--- config.mk ---
export PLATFORM = sky130hd
export DESIGN_NAME = gw_fifo_interval
export DESIGN_NICKNAME = d
export VERILOG_FILES = /design/src/gw_fifo_interval.v
export VERILOG_INCLUDE_DIRS = /design/src /design/src/src
export SDC_FILE = /design/constraint.sdc
export NUM_CORES = 1
export LEC_CHECK = 0
export ABC_AREA = 1
export BUFFER_PORTS_ARGS = -buffer_cell sky130_fd_sc_hd__buf_4
export CAP_MARGIN = 20
export CORE_MARGIN = 3
export CORE_UTILIZATION = 30
export DETAILED_ROUTE_END_ITERATION = 10
export SLEW_MARGIN = 10
export SYNTH_ARGS = -nofsm -noshare
export SYNTH_HDL_FRONTEND = slang
export SYNTH_SLANG_ARGS = --single-unit
--- constraint.sdc ---
create_clock -name clk_sys_in -period 7 [get_ports clk_sys_in]
set_input_delay 1.05 -clock clk_sys_in [delete_from_list [all_inputs] [get_ports clk_sys_in]]
set_output_delay 1.05 -clock clk_sys_in [all_outputs]
set_load 0.01 [all_outputs]
--- src/gw_fifo_defines.vh ---
// constants of the gateway fifo with interval timer
`ifndef GW_FIFO_DEFINES_VH
`define GW_FIFO_DEFINES_VH
// register map (index = byte address / 4)
`define REG_FIFO_CONFIG   4'h0
`define REG_FIFO_STATUS   4'h1
`define REG_GLOBAL_CONFIG 4'h2
`define REG_MIRROR_DATA   4'h3
// fifo_config_reg fields
`define CFG_ENABLE_BIT    0
`define CFG_MODE_LSB      1
`define CFG_MODE_MSB      2
`define CFG_KEEP_NEW_BIT  3
`define CFG_RANGE_BIT     4
`define CFG_SRC_BIT       5
`define CFG_COUNT_LSB     8
`define CFG_COUNT_MSB     15
// fifo_mode_field encodings
`define MODE_RECEIVE      2'h0
`define MODE_TRANSMIT     2'h1
`define MODE_GATEWAY      2'h2
// fifo_status_reg fields
`define STS_EMPTY_BIT     0
`define STS_FULL_BIT      1
`define STS_LEVEL_LSB     8
`define STS_LEVEL_MSB     11
`define STS_LOST_BIT      16
// reset values
`define CONFIG_RESET      32'h0000_0000
`define PRESCALER_RESET   16'h0001
// structure
`define FIFO_DEPTH        8
`define FIFO_AW           3
`define FRAME_W           32
// bit-time clocks allowed from request to start, normally
`define START_DELAY_BITS  3
`endif

--- src/gw_fifo_interval.v ---
// gateway fifo: store filtered frames, resend them in order with an interval timer
//
// The strobed register port and the register addresses are this design's own decisions.
`timescale 1ns/10ps
`include "gw_fifo_defines.vh"

// Functional notes
// RULE1: gateway-mode fifo targeted by a matching filter stores and auto-sends the frame.
// RULE2: received frames reach transmit without any processor action.
// RULE3: frames leave strictly in arrival order, oldest first.
// RULE4: arbitration sees only the head frame of the fifo.
// RULE5: in gateway mode host cannot read or write contents; mirror shows sent frames.
// RULE6: when full, keep or drop the newest frame per user setting; code drops the newest while a frame is in flight.
// RULE7: clearing enable discards all frames, then sets empty flag.
// RULE8: while disabled no incoming frame is stored.
// RULE9: on disable with no frame in flight or next, empty is set at once.
// RULE10: with frame in flight or next, empty waits for done, error or lost arbitration.
// RULE11: finishing an abort raises no interrupt.
// RULE12: an in-flight frame that completes may still signal normal transmit complete.
// RULE13: transmit or gateway fifo inserts programmable interval between frames.
// RULE14: timer starts after first successful send, at seventh end-of-frame bit.
// RULE15: on interval elapsed, launch next frame and reset timer.
// RULE16: timer stops on disable or channel reset mode.
// RULE17: bit-time source: tick is nominal bit clock, interval is count ticks.
// RULE18: peripheral source: tick is pclk/2 divided by prescaler, times ten with range bit.
// RULE19: global prescaler is a shared 16-bit field.
// RULE20: per-fifo interval count is an 8-bit field.
// RULE21: transmission starts only when priority selects this fifo.
// RULE22: request to start normally within three bit-time clocks.
module gw_fifo_interval (
   input wire clk_sys_in,
   input wire arst_n_in,
   input wire [3:0] reg_addr_in,
   input wire [31:0] reg_wdata_in,
   input wire reg_wr_in,
   input wire reg_rd_in,
   output reg [31:0] reg_rdata_out,
   input wire rx_valid_in,
   input wire rx_match_in,
   input wire [31:0] rx_frame_in,
   input wire bit_tick_in,
   input wire chan_reset_in,
   output wire tx_req_out,
   output reg [31:0] tx_frame_out,
   input wire tx_select_in,
   input wire tx_start_in,
   input wire tx_eof7_in,
   input wire tx_error_in,
   input wire tx_arb_lost_in,
   output reg tx_done_out,
   output reg [31:0] mirror_frame_out,
   output reg mirror_valid_out
);

   // ----------------------------------------------------------------
   // registers and state
   // ----------------------------------------------------------------
   reg [31:0] config_ff;
   reg [15:0] prescaler_ff;
   reg [`FRAME_W-1:0] mem [0:`FIFO_DEPTH-1];
   reg [`FIFO_AW:0] wptr_ff;
   reg [`FIFO_AW:0] rptr_ff;
   reg in_flight_ff;
   reg abort_pend_ff;
   reg lost_ff;
   reg started_ff;
   reg timing_ff;
   reg [7:0] ticks_ff;
   reg [19:0] div_ff;
   reg pclk_half_ff;

   wire enable = config_ff[`CFG_ENABLE_BIT];
   wire [1:0] mode = config_ff[`CFG_MODE_MSB:`CFG_MODE_LSB];
   wire keep_new = config_ff[`CFG_KEEP_NEW_BIT];
   wire range_x10 = config_ff[`CFG_RANGE_BIT];
   wire src_bit = config_ff[`CFG_SRC_BIT];
   wire [7:0] interval_count = config_ff[`CFG_COUNT_MSB:`CFG_COUNT_LSB]; //RULE20
   wire gateway = (mode == `MODE_GATEWAY);
   wire sends = gateway || (mode == `MODE_TRANSMIT);

   wire [`FIFO_AW:0] level = wptr_ff - rptr_ff;
   wire empty = (level == {(`FIFO_AW+1){1'b0}});
   // the extra pointer bit is set only when all slots are in use
   wire full = level[`FIFO_AW];

   // word index decode, used by the write paths; the read path decodes with a case
   function reg_hit;
      input [3:0] addr;
      input [3:0] index;
      begin
         reg_hit = (addr == index);
      end
   endfunction

   // a disable write this cycle
   wire cfg_wr = reg_wr_in && reg_hit(reg_addr_in, `REG_FIFO_CONFIG);
   wire disable_now = cfg_wr && enable && !reg_wdata_in[`CFG_ENABLE_BIT];

   // frame finishes on the bus: success, error or lost arbitration
   wire tx_end = in_flight_ff && (tx_eof7_in || tx_error_in || tx_arb_lost_in);
   wire tx_ok = in_flight_ff && tx_eof7_in;

   // ----------------------------------------------------------------
   // interval tick source
   // ----------------------------------------------------------------
   // divisor is prescaler, or ten times it; zero is treated as one
   function [19:0] divisor;
      input [15:0] pre;
      input x10;
      reg [19:0] base;
      begin
         base = (pre == 16'h0000) ? 20'h00001 : {4'h0, pre};
         divisor = x10 ? ((base << 3) + (base << 1)) : base; //RULE18
      end
   endfunction

   wire [19:0] div_max = divisor(prescaler_ff, range_x10); //RULE19
   wire pclk_tick = pclk_half_ff && (div_ff == div_max - 20'h00001);
   wire tick = src_bit ? bit_tick_in : pclk_tick; //RULE17

   // ----------------------------------------------------------------
   // fifo write side
   // ----------------------------------------------------------------
   wire rx_take = rx_valid_in && rx_match_in && enable && gateway; //RULE1 RULE2 RULE8
   // the oldest slot is reused only while in_flight_ff is low, also in the cycle its frame is launched
   wire overwrite = rx_take && full && !keep_new && !in_flight_ff; //RULE6
   wire can_push = rx_take && (!full || overwrite);
   wire rx_lost = rx_take && full && !overwrite;

   // ----------------------------------------------------------------
   // transmit side
   // ----------------------------------------------------------------
   // head frame is offered once the interval is over
   wire ready_gap = !started_ff || (!timing_ff && ticks_ff == 8'h00);
   assign tx_req_out = enable && sends && !empty && !in_flight_ff
                       && !abort_pend_ff && ready_gap; //RULE4 RULE15
   wire launch = tx_req_out && tx_select_in && tx_start_in; //RULE21 RULE22

   // a frame launched in the cycle of the disable counts as in flight
   wire busy_at_disable = (in_flight_ff && !tx_end) || launch;
   wire abort_done = abort_pend_ff && (tx_end || !in_flight_ff);
   wire flush = (disable_now && !busy_at_disable) || abort_done;
   wire hold_queue = disable_now || abort_pend_ff;
   wire push = can_push && !hold_queue;
   wire pop = (tx_ok || overwrite) && !hold_queue;

   // ----------------------------------------------------------------
   // fifo pointers
   // ----------------------------------------------------------------
   always @(posedge clk_sys_in or negedge arst_n_in) begin
      if (!arst_n_in) begin
         wptr_ff <= {(`FIFO_AW+1){1'b0}};
         rptr_ff <= {(`FIFO_AW+1){1'b0}};
      end else begin
         if (push)
            wptr_ff <= wptr_ff + 1'b1;
         if (flush)
            rptr_ff <= wptr_ff; //RULE7 RULE9 RULE10
         else if (pop)
            rptr_ff <= rptr_ff + 1'b1; //RULE3
      end
   end

   // ----------------------------------------------------------------
   // frame storage
   // ----------------------------------------------------------------
   // slots carry no reset: they are only read behind the pointers
   genvar g;
   generate
      for (g = 0; g < `FIFO_DEPTH; g = g + 1) begin : slot
         localparam [`FIFO_AW-1:0] IDX = g;
         always @(posedge clk_sys_in) begin
            if (push && wptr_ff[`FIFO_AW-1:0] == IDX)
               mem[g] <= rx_frame_in; //RULE1
         end
      end
   endgenerate

   // ----------------------------------------------------------------
   // frame on the bus and abort
   // ----------------------------------------------------------------
   always @(posedge clk_sys_in or negedge arst_n_in) begin
      if (!arst_n_in) begin
         in_flight_ff <= 1'b0;
         abort_pend_ff <= 1'b0;
      end else begin
         if (tx_end)
            in_flight_ff <= 1'b0;
         else if (launch)
            in_flight_ff <= 1'b1;
         // a frame on the bus must end before the queue is thrown away
         if (disable_now && busy_at_disable)
            abort_pend_ff <= 1'b1; //RULE10
         else if (abort_done)
            abort_pend_ff <= 1'b0; //RULE11
      end
   end

   // ----------------------------------------------------------------
   // head frame, done pulse and mirror
   // ----------------------------------------------------------------
   always @(posedge clk_sys_in or negedge arst_n_in) begin
      if (!arst_n_in) begin
         tx_done_out <= 1'b0;
         tx_frame_out <= 32'h0000_0000;
         mirror_frame_out <= 32'h0000_0000;
         mirror_valid_out <= 1'b0;
      end else begin
         tx_frame_out <= mem[rptr_ff[`FIFO_AW-1:0]]; //RULE3
         tx_done_out <= tx_ok; //RULE12
         mirror_valid_out <= tx_ok; //RULE5
         if (tx_ok)
            mirror_frame_out <= tx_frame_out;
      end
   end

   // ----------------------------------------------------------------
   // frame-lost flag
   // ----------------------------------------------------------------
   always @(posedge clk_sys_in or negedge arst_n_in) begin
      if (!arst_n_in) begin
         lost_ff <= 1'b0;
      end else begin
         // set wins over clear
         if (rx_lost)
            lost_ff <= 1'b1;
         else if (reg_wr_in && reg_hit(reg_addr_in, `REG_FIFO_STATUS)
                  && reg_wdata_in[`STS_LOST_BIT])
            lost_ff <= 1'b0;
      end
   end

   // ----------------------------------------------------------------
   // interval timer
   // ----------------------------------------------------------------
   // restarting the divider with the interval keeps the first tick a full period long
   always @(posedge clk_sys_in or negedge arst_n_in) begin
      if (!arst_n_in) begin
         pclk_half_ff <= 1'b0;
         div_ff <= 20'h00000;
      end else begin
         pclk_half_ff <= ~pclk_half_ff;
         if (!enable || chan_reset_in || disable_now || (tx_ok && sends))
            div_ff <= 20'h00000;
         else if (pclk_half_ff)
            div_ff <= pclk_tick ? 20'h00000 : div_ff + 20'h00001;
      end
   end

   // ----------------------------------------------------------------
   // interval counter
   // ----------------------------------------------------------------
   always @(posedge clk_sys_in or negedge arst_n_in) begin
      if (!arst_n_in) begin
         started_ff <= 1'b0;
         timing_ff <= 1'b0;
         ticks_ff <= 8'h00;
      end else if (!enable || chan_reset_in || disable_now) begin
         started_ff <= 1'b0; //RULE16
         timing_ff <= 1'b0;
         ticks_ff <= 8'h00;
      end else if (tx_ok && sends) begin
         started_ff <= 1'b1; //RULE14
         timing_ff <= (interval_count != 8'h00); //RULE13
         ticks_ff <= interval_count;
      end else if (timing_ff && tick) begin
         ticks_ff <= ticks_ff - 8'h01;
         if (ticks_ff == 8'h01)
            timing_ff <= 1'b0; //RULE15
      end
   end

   // ----------------------------------------------------------------
   // register port
   // ----------------------------------------------------------------
   // status packing; an abort leaves empty low until the queue is flushed
   function [31:0] status_word;
      input lost;
      input [`FIFO_AW:0] lvl;
      input is_full;
      input is_empty;
      begin
         status_word = 32'h0000_0000;
         status_word[`STS_LOST_BIT] = lost;
         status_word[`STS_LEVEL_MSB:`STS_LEVEL_LSB] = lvl;
         status_word[`STS_FULL_BIT] = is_full;
         status_word[`STS_EMPTY_BIT] = is_empty;
      end
   endfunction

   always @(posedge clk_sys_in or negedge arst_n_in) begin
      if (!arst_n_in) begin
         config_ff <= `CONFIG_RESET;
         prescaler_ff <= `PRESCALER_RESET;
      end else begin
         if (cfg_wr)
            config_ff <= {16'h0000, reg_wdata_in[15:8], 2'b00, reg_wdata_in[5:0]};
         if (reg_wr_in && reg_hit(reg_addr_in, `REG_GLOBAL_CONFIG))
            prescaler_ff <= reg_wdata_in[15:0]; //RULE19
      end
   end

   // read data stands only in the cycle after the strobe
   always @(posedge clk_sys_in or negedge arst_n_in) begin
      if (!arst_n_in) begin
         reg_rdata_out <= 32'h0000_0000;
      end else if (!reg_rd_in) begin
         reg_rdata_out <= 32'h0000_0000;
      end else begin
         case (reg_addr_in)
            `REG_FIFO_CONFIG: reg_rdata_out <= config_ff;
            `REG_FIFO_STATUS: reg_rdata_out <= status_word(lost_ff, level, full, empty);
            `REG_GLOBAL_CONFIG: reg_rdata_out <= {16'h0000, prescaler_ff};
            // contents hidden in gateway mode
            `REG_MIRROR_DATA: reg_rdata_out <= gateway ? 32'h0000_0000
                                              : mem[rptr_ff[`FIFO_AW-1:0]]; //RULE5
            default: reg_rdata_out <= 32'h0000_0000;
         endcase
      end
   end

endmodule

==> run_results.csv <==
group,metric,value,unit
synth,synthTopCellsByArea,"edfxtp_1, dfrtp_1, nand2_1",
synth,synth_top_family_by_area,"simple AND/OR/NAND/NOR gates",
floorplan,core-area,0.0621,mm2
critical_path,critPathMaxFanout,21,
clocking,cts_hold_buf,0,
detailed_routing,wl_per_cell,17.1,um
synth,synthFlopType,"edfxtp_1",
outcome,outcome,"complete, no violations",
synth,ys_warn_count,0,
place,routabilityCongestion,0.876,
detailed_routing,drtIter0Drc,973,
critical_path,cp_slowest_cell,"dfrtp_1",
power_and_ir_drop,switching_power,3110,uW
floorplan,io_pins,180,
synth,syn_inst,1934,
critical_path,cpMostUsedCell,"nand2_1",
synth,netlist_area,0.0189,mm2
power_and_ir_drop,power_frac_clock,0.307,
sta,setup_viol,0,
synth,yosysTopAreaCell,"edfxtp_1",
synth,yosys.area_share.simple,0.192,
clocking,cts.reportedPaths.clkPinSlew,60,ps
power_and_ir_drop,p_leak,0.00942,uW
power_and_ir_drop,power_density,379,mW/mm2
synth,synthAdderAreaFrac,0.0160,
sta,setup_tns,0,ps
synth,synth.avg_cell_area,9.77,um2
critical_path,slowest_delay,510,ps
critical_path,startpoint_type,"flip-flop",
clocking,cts_tree,"built",
detailed_routing,wirelength,50500,um
critical_path,path_class,"flip-flop to flip-flop",
synth,synth_edf_count,256,
place,placed_cell_area,0.0211,mm2
power_and_ir_drop,pwr-share-comb,0.314,
critical_path,startpoint,"prescaler_ff[9]",
sta,rsz0062_at_grt,"no",
finish,drive_gt1_frac,0.155,
clocking,cts_buffer_depth,3,
floorplan,die_area,0.0660,mm2
global_route,grt_pass1_wl,79200,um
floorplan,std_cell_rows,91,
synth,ys_seq_elements,425,
critical_path,r2r_end,"ticks_ff[0]",
critical_path,endpoint,"ticks_ff[0]",
detailed_routing,vias_per_cell,4.74,
synth,synth_top_area_frac,0.407,
sta,slew_violations,0,
sta,finalHoldViolations,0,
critical_path,timing.rr.start,"prescaler_ff[9]",
clocking,worstSkewPairLatency,590,ps
floorplan,initial_core_util,0.305,
synth,synth-compound-area-share,0.0961,
place,placed_cells,2869,
critical_path,r2r_setup_slack,2440,ps
flow_run,max_cap_violations,0,
clocking,cts.repair.resized,0,
clocking,postCtsSetupBuffers,0,
synth,synthArstFlopShare,0.398,
detailed_routing,drc_errors,0,
power_and_ir_drop,power.internal,5540,uW
power_and_ir_drop,p_seq_frac,0.378,
power_and_ir_drop,vdd_drop_max,0.215,mV
floorplan,die_x,257,um
synth,ys_seq_area_frac,0.631,
clocking,htreeDepth,2,
synth,yosys.cell_types.count,48,
clocking,numCtsBuffers,46,
global_route,antenna_found_initial,7,
place,portBuffers,164,
global_route,grt_pass1_vias,14010,
clocking,cts_root_buf,"clkbuf_16",
finish,nNetsFinal,2186,
synth,syn_nets,2038,
sta,timing.fmax,219,MHz
finish,fin_cells,2962,
synth,synthMuxAreaShare,0,
detailed_routing,dr.pass1.iters,7,
global_route,track_usage,0.151,
sta,max_slew_margin,0.288,
sta,layout_min_cycle_time,4560,ps
critical_path,r2r_cells,31,
power_and_ir_drop,switching_share,0.359,
detailed_routing,via_count,14043,
min_path,min_path_type,"primary input to asynchronous set/reset pin",
floorplan,die_height,257,um
critical_path,arrival,5040,ps
synth,synth_xor_area_frac,0.0148,
global_route,overflow,0,
clocking,cts_num_sinks,425,
global_route,grt_max_degree,84,
place,dp.final_hpwl,33300,um
detailed_routing,ant_nets,0,
finish,area_growth,20.7,%
sta,min_period_over_period,0.652,
finish,design_area,0.0228,mm2
sta,tightest_slew,1070,ps
critical_path,end_kind,"flip-flop",
sta,finClkSkew,15.0,ps
critical_path,required,7470,ps
==> placed cells by master (no fill, tap or decap), types with 34 or more instances in the layout <==
| cell type | n |
|---|---|
| inv_1 | 144 |
| o21ai_0 | 201 |
| o22ai_1 | 49 |
| nand2_1 | 421 |
| edfxtp_1 | 256 |
| buf_4 | 186 |
| nand3_1 | 88 |
| clkbuf_16 | 47 |
| nor2_1 | 275 |
| dfrtp_1 | 166 |
| a21oi_1 | 34 |
==> power groups by stage <==
| stage | combinational [uW] | sequential [uW] | clock (uW) |
|---|---|---|---|
| after global routing | 3070 | 3310 | 2820 |
| after CTS | 2730 | 3270 | 2720 |
| final | 2720 | 3270 | 2660 |
| after floorplan | 1690 | 3260 | 0 |
| after detailed placement | 2720 | 3320 | 0 |
| after global placement | 2660 | 3310 | 0 |
==> registers in the layout, indices dropped and copies added, names as in the netlist <==
| name | cells |
|---|---|
| div_ff | 20 |
| lost_ff | 1 |
| reg_rdata_out | 32 |
| in_flight_ff | 1 |
| abort_pend_ff | 1 |
| tx_frame_out | 32 |
| mirror_frame_out | 32 |
| rptr_ff | 4 |
| mirror_valid_out | 1 |
| ticks_ff | 8 |
| mem | 256 |
| config_ff | 14 |
| timing_ff | 1 |
| started_ff | 1 |
| pclk_half_ff | 1 |
| wptr_ff | 4 |
| prescaler_ff | 16 |
==> through the flow <==
| stage | power [uW] | setup slack [ps] | hold WS, ps | util |
|---|---|---|---|---|
| 2_1_floorplan | 4950 | 1750 | 406 | - |
| 6_report | 8650 | 2440 | 426 | 0.368 |
| 5_1_grt | 9200 | 1880 | 430 | 0.367 |
| 4_1_cts | 8730 | 2390 | 417 | 0.367 |
| 3_5_place_dp | 6040 | 1750 | 427 | 0.339 |
| 3_3_place_gp | 5980 | 1790 | 425 | 0.339 |
==> worst min path at each step <==
stage,start,to,slack (ps),depth (start not counted)
floorplan,pclk_half_ff,pclk_half_ff,410,1
CTS,arst_n_in,mirror_frame_out[8],420,1
global route,arst_n_in,config_ff[11],430,1
finish,arst_n_in,config_ff[11],430,1
global placement,pclk_half_ff,pclk_half_ff,420,1
detailed placement,pclk_half_ff,pclk_half_ff,430,1
==> critical path: cells and delay by family, from the launching register on <==
kind	cells	cell delay, ps
and+or+nand+nor	25	2690
AOI/OAI and AO/OA	1	180
adders and majority gates	2	600
buffers and inverters	3	440
DFF	1	510
==> synth_stat cells (21+ instances only) <==
cell	n
a21oi_1	34
a31oi_1	25
clkbuf_1	74
dfrtp_1	168
edfxtp_1	256
ha_1	21
inv_1	147
nand2_1	421
nand3_1	88
nor2_1	277
nor3_1	21
o21ai_0	201
o22ai_1	49
xor2_1	24
==> cell type report <==
type	count	area, um2
inverter	161	606
antenna	5	12.5
fill	6072	39200
clock buffer	59	1300
clock inverter	27	418
multi-input combinational	1260	6090
sequential	425	11900
timing repair buffer	188	1420
tap	837	1050
==> layer usage <==
metal	global-route usage	share of wire	vias up
met3	0.0416	0.073	86
met5	0	0.00083	-
met4	0.0472	0.026	6
li1	-	-	6822
met2	0.244	0.46	407
met1	0.198	0.44	6722
==> logic make-up after synthesis <==
| logic type | after synthesis |
|---|---|
| simple gates | 874 |
| flops | 425 |
| compound gates | 331 |
| buf+inv | 249 |
| xor+xnor | 32 |
| fa+ha+maj | 23 |
Power figures use the tool's default switching activity.
